## src/core/pcc_regs.svh

```systemverilog
// register offsets, field positions, reset values and card information length and top address
`ifndef PCC_REGS_SVH
`define PCC_REGS_SVH
`define PCC_ADDR_CCS        11'h0202
`define PCC_ADDR_RCT        11'h0204
`define PCC_ADDR_CCN        11'h0206
`define PCC_CCS_RESET       8'h00
`define PCC_RCT_RESET       8'h0c
`define PCC_CCN_RESET       8'h00
`define PCC_RCT_FIXED_ONES  8'h0c
`define PCC_BIT_CHANGE_DETECTED_FLAG       7
`define PCC_BIT_SIGEN       6
`define PCC_BIT_IO8         5
`define PCC_BIT_PDREQ       2
`define PCC_BIT_INTERRUPT_REQUEST_STATUS        1
`define PCC_BIT_CRL         5
`define PCC_BIT_RDY         1
`define PCC_BIT_DRV         4
`define PCC_CIS_LEN         22
`define PCC_CIS_TOP         11'h002a
`define PCC_SLEEP_NS        100
`define PCC_CLK_NS          5
`define PCC_SLEEP_CYC       ((`PCC_SLEEP_NS + `PCC_CLK_NS - 1) / `PCC_CLK_NS)
`define PCC_IDLE_CYC        4000
`endif

```

## src/core/pcc_pkg.sv

```systemverilog
// types for the card configuration and status register bank
package pcc_pkg;
    typedef enum logic [1:0] {
        PCC_ACTIVE   = 2'b00,
        PCC_TO_SLEEP = 2'b01,
        PCC_SLEEP    = 2'b11,
        PCC_TO_WAKE  = 2'b10
    } pcc_pwr_t;

    typedef struct packed {
        logic [1:0]  rst_sync;
        logic [2:0]  oe_s;
        logic [2:0]  we_s;
        logic        sig_en;
        logic        io8;
        logic        pd_req;
        logic        crl;
        logic        crl_mask;
        logic        drv;
        pcc_pwr_t    pwr;
        logic [11:0] cnt;
        logic [11:0] idle_cnt;
        logic        ready;
        logic        ready_q;
        logic        stschg_n;
        logic [7:0]  rdata;
        logic        rdata_oe;
        logic        irq_q;
        logic        auto_sleep;
        logic        sleep;
    } pcc_state_t;
endpackage : pcc_pkg

```

## src/core/pcc_config_status.sv

```systemverilog
// card configuration, status, ready tracking and card information structure
`timescale 1ns/1ps
`default_nettype none
`include "pcc_regs.svh"

// Overview of operation
// - change flag reads one while latch set
// - status change low: flag, enable, I/O
// - status change high when enable clear
// - power-down bit selects sleep or active
// - ready shows busy until state reached
// - auto sleep when idle, wake on command
// - interrupt mirror bit, set until serviced
// - interrupt bit zero when interrupts disabled
// - latch sets on ready change, host-writable
// - ready read is pin; write masks latch
// - drive bit held and readable, other bits read zero
// - information structure at even attribute addresses
// - tuple: code, link, body, end marker
// - other-conditions tuple: 3V, 250ns, 2k
// - JEDEC tuple with two identification bytes
// - maker tuple: maker and product codes
// - registers unreachable in IDE mode
module pcc_config_status #(
    parameter logic [7:0]  JEDEC_MAKER  = 8'h5a, // arbitrary value
    parameter logic [7:0]  JEDEC_DEVICE = 8'h3c, // arbitrary value
    parameter logic [15:0] MAKER_CODE   = 16'h0a5a, // arbitrary value
    parameter logic [15:0] PRODUCT_CODE = 16'h0c3c, // arbitrary value
    parameter int          IDLE_CYC     = `PCC_IDLE_CYC
) (
    input  wire logic        clk,        // 200 MHz clock
    input  wire logic        rst_n,      // async reset, active low
    input  wire logic        ce,         // clock enable
    input  wire logic        reg_n,      // attribute select, active low
    input  wire logic        ce1_n,      // even byte select, active low
    input  wire logic        oe_n,       // read strobe, active low
    input  wire logic        we_n,       // write strobe, active low
    input  wire logic [10:0] addr,       // attribute address
    input  wire logic [7:0]  wdata,      // write data
    input  wire logic        ide_mode,   // card in IDE-compatible mode
    input  wire logic        io_mode,    // card configured for I/O
    input  wire logic        irq_int,    // internal interrupt request
    input  wire logic        irq_dis,    // interrupt-disable from device control
    input  wire logic        cmd_strobe, // command received pulse
    input  wire logic        core_busy,  // command engine busy
    output logic [7:0]       rdata,      // read data
    output logic             rdata_oe,   // read data drive enable
    output logic             stschg_n,   // status change, active low
    output logic             ready,      // ready pin
    output logic             sleep,      // power-down state reached
    output logic             eight_bit_host_flag // narrow host flag
);
    pcc_pkg::pcc_state_t st;
    pcc_pkg::pcc_state_t next_st;
    logic                rst_int_n;
    logic [7:0]          cis [`PCC_CIS_LEN];

    // ======================================================================
    // card information structure
    always_comb begin
        cis[0]  = 8'h01;
        cis[1]  = 8'h04;
        cis[2]  = 8'hdf;
        cis[3]  = 8'h4a;
        cis[4]  = 8'h01;
        cis[5]  = 8'hff;
        cis[6]  = 8'h1c;
        cis[7]  = 8'h04;
        cis[8]  = 8'h02;
        cis[9]  = 8'hd9;
        cis[10] = 8'h01;
        cis[11] = 8'hff;
        cis[12] = 8'h18;
        cis[13] = 8'h02;
        cis[14] = JEDEC_MAKER;
        cis[15] = JEDEC_DEVICE;
        cis[16] = 8'h20;
        cis[17] = 8'h04;
        cis[18] = MAKER_CODE[7:0];
        cis[19] = MAKER_CODE[15:8];
        cis[20] = PRODUCT_CODE[7:0];
        cis[21] = PRODUCT_CODE[15:8];
    end

    function automatic logic [7:0] cis_byte(input logic [10:0] a);
        logic [7:0] v;
        v = 8'h00;
        if (!a[0] && a <= `PCC_CIS_TOP) begin
            v = cis[a[5:1]];
        end
        return v;
    endfunction : cis_byte

    assign rst_int_n = st.rst_sync[1];

    // ======================================================================
    // next state
    always_comb begin
        logic acc;
        logic rd_edge;
        logic wr_edge;
        logic [7:0] ccs;
        logic [7:0] rct;
        acc     = 1'b0;
        rd_edge = 1'b0;
        wr_edge = 1'b0;
        ccs     = 8'h00;
        rct     = 8'h00;
        next_st = st;
        next_st.rst_sync = {st.rst_sync[0], 1'b1};
        next_st.oe_s = {st.oe_s[1:0], oe_n};
        next_st.we_s = {st.we_s[1:0], we_n};
        acc = !reg_n && !ce1_n && !ide_mode;
        // strobe edges come from the second and third sync flops only,
        // so the first flop, which may still be settling, is never read
        rd_edge = st.oe_s[2] && !st.oe_s[1];
        wr_edge = st.we_s[2] && !st.we_s[1] && acc;
        next_st.irq_q = irq_int && !irq_dis;

        // power states
        next_st.idle_cnt = (core_busy || cmd_strobe) ? 12'h000
                         : (st.idle_cnt == 12'(IDLE_CYC)) ? st.idle_cnt
                         : st.idle_cnt + 12'h001;
        unique case (st.pwr)
            pcc_pkg::PCC_ACTIVE: begin
                if (st.pd_req || st.idle_cnt == 12'(IDLE_CYC)) begin
                    next_st.pwr = pcc_pkg::PCC_TO_SLEEP;
                    next_st.cnt = 12'h000;
                    next_st.auto_sleep = !st.pd_req;
                end
            end
            pcc_pkg::PCC_TO_SLEEP: begin
                next_st.cnt = st.cnt + 12'h001;
                if (st.cnt == 12'(`PCC_SLEEP_CYC - 1)) begin
                    next_st.pwr = pcc_pkg::PCC_SLEEP;
                end
            end
            pcc_pkg::PCC_SLEEP: begin
                if ((!st.pd_req && !st.auto_sleep) ||
                    (st.auto_sleep && cmd_strobe)) begin
                    next_st.pwr = pcc_pkg::PCC_TO_WAKE;
                    next_st.cnt = 12'h000;
                end
            end
            pcc_pkg::PCC_TO_WAKE: begin
                next_st.cnt = st.cnt + 12'h001;
                if (st.cnt == 12'(`PCC_SLEEP_CYC - 1)) begin
                    next_st.pwr = pcc_pkg::PCC_ACTIVE;
                    next_st.auto_sleep = 1'b0;
                    next_st.idle_cnt = 12'h000;
                end
            end
        endcase
        // sleep kept in its own flop so the pin needs no decode
        next_st.sleep = (next_st.pwr == pcc_pkg::PCC_SLEEP);
        // busy while moving between power states
        next_st.ready = !core_busy &&
                        (next_st.pwr == pcc_pkg::PCC_ACTIVE ||
                         next_st.pwr == pcc_pkg::PCC_SLEEP);
        next_st.ready_q = st.ready;

        // host writes
        if (wr_edge && addr == `PCC_ADDR_CCS) begin
            next_st.sig_en = wdata[`PCC_BIT_SIGEN];
            next_st.io8 = wdata[`PCC_BIT_IO8];
            next_st.pd_req = wdata[`PCC_BIT_PDREQ];
            if (wdata[`PCC_BIT_PDREQ] != st.pd_req) begin
                next_st.ready = 1'b0;
                if (!wdata[`PCC_BIT_PDREQ]) begin
                    next_st.auto_sleep = 1'b0;
                end
            end
        end
        if (wr_edge && addr == `PCC_ADDR_RCT) begin
            next_st.crl = wdata[`PCC_BIT_CRL];
            next_st.crl_mask = wdata[`PCC_BIT_RDY];
        end
        if (wr_edge && addr == `PCC_ADDR_CCN) begin
            next_st.drv = wdata[`PCC_BIT_DRV];
        end
        // ready change sets the latch, winning over a host write
        if (st.ready != st.ready_q && !st.crl_mask) begin
            next_st.crl = 1'b1;
        end

        // register reads
        ccs = 8'h00;
        ccs[`PCC_BIT_CHANGE_DETECTED_FLAG] = st.crl;
        ccs[`PCC_BIT_SIGEN] = st.sig_en;
        ccs[`PCC_BIT_IO8]   = st.io8;
        ccs[`PCC_BIT_PDREQ] = st.pd_req;
        ccs[`PCC_BIT_INTERRUPT_REQUEST_STATUS]  = st.irq_q;
        rct = `PCC_RCT_FIXED_ONES;
        rct[`PCC_BIT_CRL] = st.crl;
        rct[`PCC_BIT_RDY] = st.ready;
        next_st.rdata_oe = !reg_n && !ce1_n && !st.oe_s[1] && !ide_mode;
        if (rd_edge || !st.oe_s[1]) begin
            if (addr == `PCC_ADDR_CCS) begin
                next_st.rdata = ccs;
            end else if (addr == `PCC_ADDR_RCT) begin
                next_st.rdata = rct;
            end else if (addr == `PCC_ADDR_CCN) begin
                next_st.rdata = {3'b000, st.drv, 4'b0000};
            end else begin
                next_st.rdata = cis_byte(addr);
            end
        end
        next_st.stschg_n = !(st.crl && st.sig_en && io_mode);
    end

    // ======================================================================
    // state register
    always_ff @(posedge clk or negedge rst_n) begin
        if (!rst_n) begin
            st          <= '0;
            st.oe_s     <= 3'b111;
            st.we_s     <= 3'b111;
            st.ready    <= 1'b1;
            st.ready_q  <= 1'b1;
            st.stschg_n <= 1'b1;
        end else if (ce) begin
            if (!rst_int_n) begin
                st          <= '0;
                st.rst_sync <= next_st.rst_sync;
                st.oe_s     <= 3'b111;
                st.we_s     <= 3'b111;
                st.ready    <= 1'b1;
                st.ready_q  <= 1'b1;
                st.stschg_n <= 1'b1;
            end else begin
                st <= next_st;
            end
        end
    end

    assign rdata    = st.rdata;
    assign rdata_oe = st.rdata_oe;
    assign stschg_n = st.stschg_n;
    assign ready    = st.ready;
    assign sleep    = st.sleep;
    assign eight_bit_host_flag = st.io8;

    // ======================================================================
    // checks
    property p_stschg;
        @(posedge clk) disable iff (!rst_int_n || !ce)
        !(st.crl && st.sig_en && io_mode) |=> stschg_n;
    endproperty
    a_stschg: assert property (p_stschg) else $error("stschg low");

    property p_stschg_low;
        @(posedge clk) disable iff (!rst_int_n || !ce)
        (st.crl && st.sig_en && io_mode) |=> !stschg_n;
    endproperty
    a_stschg_low: assert property (p_stschg_low) else $error("stschg");

    property p_busy;
        @(posedge clk) disable iff (!rst_int_n || !ce)
        (st.pwr == pcc_pkg::PCC_TO_SLEEP) |-> !ready;
    endproperty
    a_busy: assert property (p_busy) else $error("ready in transit");

    property p_sleep;
        @(posedge clk) disable iff (!rst_int_n || !ce)
        (st.pwr == pcc_pkg::PCC_ACTIVE && st.pd_req) |=> ##[0:30] sleep;
    endproperty
    a_sleep: assert property (p_sleep) else $error("no sleep");

    property p_crl;
        @(posedge clk) disable iff (!rst_int_n || !ce)
        ($changed(st.ready) && !st.crl_mask) |=> st.crl;
    endproperty
    a_crl: assert property (p_crl) else $error("latch not set");

    property p_irq;
        @(posedge clk) disable iff (!rst_int_n || !ce)
        irq_dis |=> !st.irq_q;
    endproperty
    a_irq: assert property (p_irq) else $error("interrupt_request_status shown");

    property p_irq_set;
        @(posedge clk) disable iff (!rst_int_n || !ce)
        (irq_int && !irq_dis) |=> st.irq_q;
    endproperty
    a_irq_set: assert property (p_irq_set) else $error("interrupt_request_status lost");

    property p_ide;
        @(posedge clk) disable iff (!rst_int_n || !ce)
        ide_mode |=> !rdata_oe;
    endproperty
    a_ide: assert property (p_ide) else $error("ide access");

    // automatic power-down must leave on the first command
    property p_wake;
        @(posedge clk) disable iff (!rst_int_n || !ce)
        (st.pwr == pcc_pkg::PCC_SLEEP && st.auto_sleep && cmd_strobe)
            |=> (st.pwr == pcc_pkg::PCC_TO_WAKE);
    endproperty
    a_wake: assert property (p_wake) else $error("no wake");
endmodule : pcc_config_status
`default_nettype wire

```

## config.mk

```make
export PLATFORM = sky130hd
export DESIGN_NAME = pcc_config_status
export DESIGN_NICKNAME = d
export VERILOG_FILES = /design/src/core/pcc_pkg.sv /design/src/core/pcc_config_status.sv
export VERILOG_INCLUDE_DIRS = /design/src /design/src/core
export SDC_FILE = /design/constraint.sdc
export NUM_CORES = 1
export LEC_CHECK = 0
export BUFFER_PORTS_ARGS = -buffer_cell sky130_fd_sc_hd__buf_4
export CORE_MARGIN = 2
export CORE_UTILIZATION = 30
export CTS_BUF_LIST = sky130_fd_sc_hd__clkbuf_8
export DETAILED_ROUTE_END_ITERATION = 16
export PLACE_DENSITY_LB_ADDON = 0.25
export SETUP_SLACK_MARGIN = 0.15
export SYNTH_ARGS = -nofsm -noshare
export SYNTH_HDL_FRONTEND = slang
export SYNTH_SLANG_ARGS = --single-unit
```

## constraint.sdc

```tcl
create_clock -name clk -period 2.4 [get_ports clk]
set_clock_uncertainty 0.05 [all_clocks]
set_input_delay 0.24 -clock clk [delete_from_list [all_inputs] [get_ports clk]]
set_output_delay 0.24 -clock clk [all_outputs]
set_load 0.02 [all_outputs]
```

==> results.md <==
- The run finished with clean final reports.
- The element type at the critical path end is a flip-flop.
- The design draws 2.03 mW.
- The chip height is between 100 and 150 um.
- After synthesis the cells add up to ~3400 um2.
- On the worst path, the slowest cell contributes a delay of 0.52 ns.
- The wire length per cell is 15.0 um.
- The cell family with the largest share of critical-path delay is simple AND/OR/NAND/NOR gates.
- The final worst-path cycle share is 0.913.
- The number of slew-limit violations in the final report was 0.
- In this run the static leakage power is between 1.5 and 2 nW.
- The die area is 12100 um2.
- In the synthesized netlist the dominant register cell turns out to be sky130_fd_sc_hd__dfrtp_1.
- The clock reaches the later pin of the worst-skew pair after between 0.3 and 0.4 ns.
- At the end of the flow the core is filled with cells to 0.359.
- CTS saw between 50 and 60 sinks.
- The average instance area after synthesis is 8.54 um2.
- Synthesis produced a netlist whose cell count is slightly below 400.
- The via total after detailed routing is between 3000 and 4000.
- The post-route DRC violation count is 0.
- The worst path meets setup with approximately 0.21 ns of slack.
- The buffering stage count on the worst path with inverters included is 1.
- The number of distinct library cell variants in the gate-level netlist after synthesis is between 50 and 60.
- The library cells used most frequently in the layout, excluding fill and tap cells, are sky130_fd_sc_hd__buf_4, sky130_fd_sc_hd__dfrtp_1, sky130_fd_sc_hd__nand2_1.
- The clock passes through at most 2 buffers.
- For this block, the routed nets add up to approximately 8.4 mm of wire.
- The first-pass detailed-route iteration total is 4.
- After synthesis the netlist holds a flip-flop and latch count of between 50 and 60.
- Clock tree synthesis inserted a total of 5 buffers.
- The TritonCTS clock tree is yes.
- The smallest hold slack is roughly 0.12 ns.
- Setup repair after global routing could not meet its margin everywhere.
- The CTS clock-pin slew for the worst setup and hold paths is 0.11 ns.
- The tree is rooted in a sky130_fd_sc_hd__clkbuf_8.
- The number of max-capacitance violations reported is 0.
- In the synthesized netlist the async set-or-reset flop fraction comes to 1.00.
- The total area inside the core boundary comes to between 10000 and 15000 um2.
- The number of diodes added for antenna fixing is 0.
- The number of global-route vias before repair is ~2900.
- The number of antenna violations at the first check in global routing was 0.
- The number of nets in the synthesized netlist is 436.
- The startpoint kind of the worst setup timing path is a flip-flop.
- The min-delay analysis places its worst path in the category in2reg.
- The total track usage is 0.149.
- The number of setup violations in the final report is 0.
- Of the synthesized area, sequential elements account for 0.403.
- The maximum fanout along the worst path is 5.
- Yosys printed 0 warnings.
- In the final layout, the share of cells above drive strength 1 is 0.187.
- After global routing the overflow that remains totals 0.
- Yosys mapped a number of flops with a built-in enable equal to 0.
- The count of endpoints failing hold in the final timing report is 0.
- Timing would allow up to around 460 MHz.
- Data on the critical path arrives at its endpoint at 2.38 ns.
- Dividing total power by cell area gives a power density of 520 nW/um2.
- For the pin with the worst max-slew slack, the measured transition is about 0.70 ns.
- The post-route antenna net violation count is 0.
- The top-level I/O count is 45.
- The number of DRC markers in iteration 0 is about 130.
- The setup path with the least slack is of type reg2reg.
- For the worst setup path, the data required time is 2.59 ns.
- The signal on the critical path passes through inv_1, ha_1, or4b_1, nor3_4, o31a_1, ha_1, nor2_1, o21ai_1, a22oi_1.
- The first-pass GRT wire length is roughly 14 mm.
- The cell with the most instances on the worst path is sky130_fd_sc_hd__ha_1.
- Entering global routing, the biggest net connects 55 pins.
- The setup TNS is 0 ns.
- For this configuration, the core starts out at a cell density of 0.310.
- The maximum resistive drop on vdd is 0.000277 V.
- The maximum level of the CTS H-tree is 2.
- The count of standard-cell rows is 38.
- During placement, the flow inserted port buffers numbering approximately 40.
- The number of filler cells placed in the layout is about 1100.
- Headroom to the max-slew limit came out at 0.532.
- The congestion estimate from routability-driven global placement came to approximately 0.84.
- After detailed routing, the number of vias per cell comes to around 5.3.
- The half-perimeter wire length of the detailed placement result is 6.11 mm.
- The final net count is between 400 and 500.
- The area growth from synthesis to layout is 16.0%.
- OpenSTA, run right after detailed placement, puts the worst setup slack at ~0.13 ns.
- The slowest stage cell on the critical path is sky130_fd_sc_hd__or4b_1.
- The library cell used most frequently in the layout, excluding fill and tap cells, is sky130_fd_sc_hd__buf_4.
- The horizontal extent of the die is ~110 um.
- The routed design could run at a clock period as short as ~2.2 ns.
==> tightest hold or removal path, cell delays in order <==
cell	delay, ns
sky130_fd_sc_hd__buf_4	0.11
sky130_fd_sc_hd__nor2_1	0.09
sky130_fd_sc_hd__a21oi_1	0.05
==> synthesized netlist by cell type (4+ instances only) <==
cell / number / share of area
sky130_fd_sc_hd__nor2b_1: 6 / 0.011
sky130_fd_sc_hd__o221ai_1: 7 / 0.018
sky130_fd_sc_hd__dfstp_2: 8 / 0.062
sky130_fd_sc_hd__nand2_1: 39 / 0.043
sky130_fd_sc_hd__o21ai_0: 23 / 0.034
sky130_fd_sc_hd__a31oi_1: 10 / 0.019
sky130_fd_sc_hd__ha_1: 9 / 0.033
sky130_fd_sc_hd__clkbuf_1: 19 / 0.021
sky130_fd_sc_hd__nand3_1: 22 / 0.033
sky130_fd_sc_hd__nor2_1: 33 / 0.037
sky130_fd_sc_hd__inv_1: 22 / 0.024
sky130_fd_sc_hd__or3_1: 5 / 0.0093
sky130_fd_sc_hd__dfrtp_1: 46 / 0.34
sky130_fd_sc_hd__and3_1: 5 / 0.0093
sky130_fd_sc_hd__mux2i_1: 4 / 0.012
sky130_fd_sc_hd__o21ai_1: 16 / 0.024
sky130_fd_sc_hd__nor3_1: 9 / 0.013
sky130_fd_sc_hd__o31ai_1: 8 / 0.018
sky130_fd_sc_hd__buf_4: 8 / 0.018
sky130_fd_sc_hd__a21oi_1: 15 / 0.022
sky130_fd_sc_hd__a22o_1: 5 / 0.013
sky130_fd_sc_hd__and2_1: 4 / 0.0074
sky130_fd_sc_hd__a41oi_1: 5 / 0.013
==> what timing repair did <==
action / CTS / global route
gates resized for setup: 1 / 4
endpoints found under the hold margin: 46 / 0
gates cloned: 0 / 0
pin swaps: 1 / 0
setup endpoints to repair: 1 / 10
setup buffers: 1 / 0
hold buffers: 1 / 0
==> logic make-up (layout without fill, tap and decap cells) <==
group | after synthesis | in the layout | synth area share
compound gates | 120 | 120 | 0.237
xor+xnor | 3 | 3 | 0.00779
fa+ha+maj | 9 | 9 | 0.0334
buf+inv | 52 | 79 | 0.0675
flops | 54 | 54 | 0.403
mux | 6 | 6 | 0.0185
simple gates | 151 | 151 | 0.233
==> metal layers <==
layer,up-vias,wire length (um),GRT usage
met5,-,0,0
met4,0,38,0.0362
met3,4,283,0.0276
met2,56,4110,0.243
met1,1441,4020,0.204
li1,1502,-,-
==> worst paths after layout <==
check,endpoint,slack [ns],cells past startpoint,start
min reg2reg,next_st[51]$_DFFE_PN1P_,0.43,2,next_st[51]$_DFFE_PN1P_
max,ready$_DFFE_PN1P_,0.21,9,st[15]$_DFFE_PN0P_
min,next_st[48]$_DFFE_PN1P_,0.12,3,we_n
max in group asynchronous,st[17]$_DFFE_PN0P_,1.38,2,rst_n
max reg2reg,ready$_DFFE_PN1P_,0.21,9,st[15]$_DFFE_PN0P_
min in group asynchronous,st[38]$_DFFE_PN0P_,0.46,2,rst_n
==> flip-flops by register name (all words and copies together), names as in the netlist <==
| signal | count |
|---|---|
| rst_int_n | 1 |
| sleep | 1 |
| rdata | 8 |
| ready | 1 |
| rdata_oe | 1 |
| eight_bit_host_flag | 1 |
| next_st | 5 |
| stschg_n | 1 |
| st | 35 |
==> cell type report <==
class                           instances  area (um2)  area share
Clock buffer                            5        68.8      0.0176
Sequential cell                        54        1360       0.348
Timing Repair Buffer                   49         370      0.0946
Clock inverter                          3        43.8      0.0112
Tap cell                              140         175      0.0448
Inverter                               22        82.6      0.0211
Multi-Input combinational cell        289        1810       0.463
==> per-stage QoR <==
stage / cells / cell area, um2
after floorplan: 395 / 3370
after global placement: 552 / 3760
after detailed placement: 552 / 3760
after CTS: 562 / 3890
after global routing: 562 / 3910
final: 562 / 3910
==> where the power goes <==
group          switching, mW  internal [mW]  total (mW)
logic                  0.209          0.147       0.356
clock network          0.327          0.314       0.640
registers             0.0682          0.970        1.04
No activity file was read; power rests on OpenSTA's default activity.
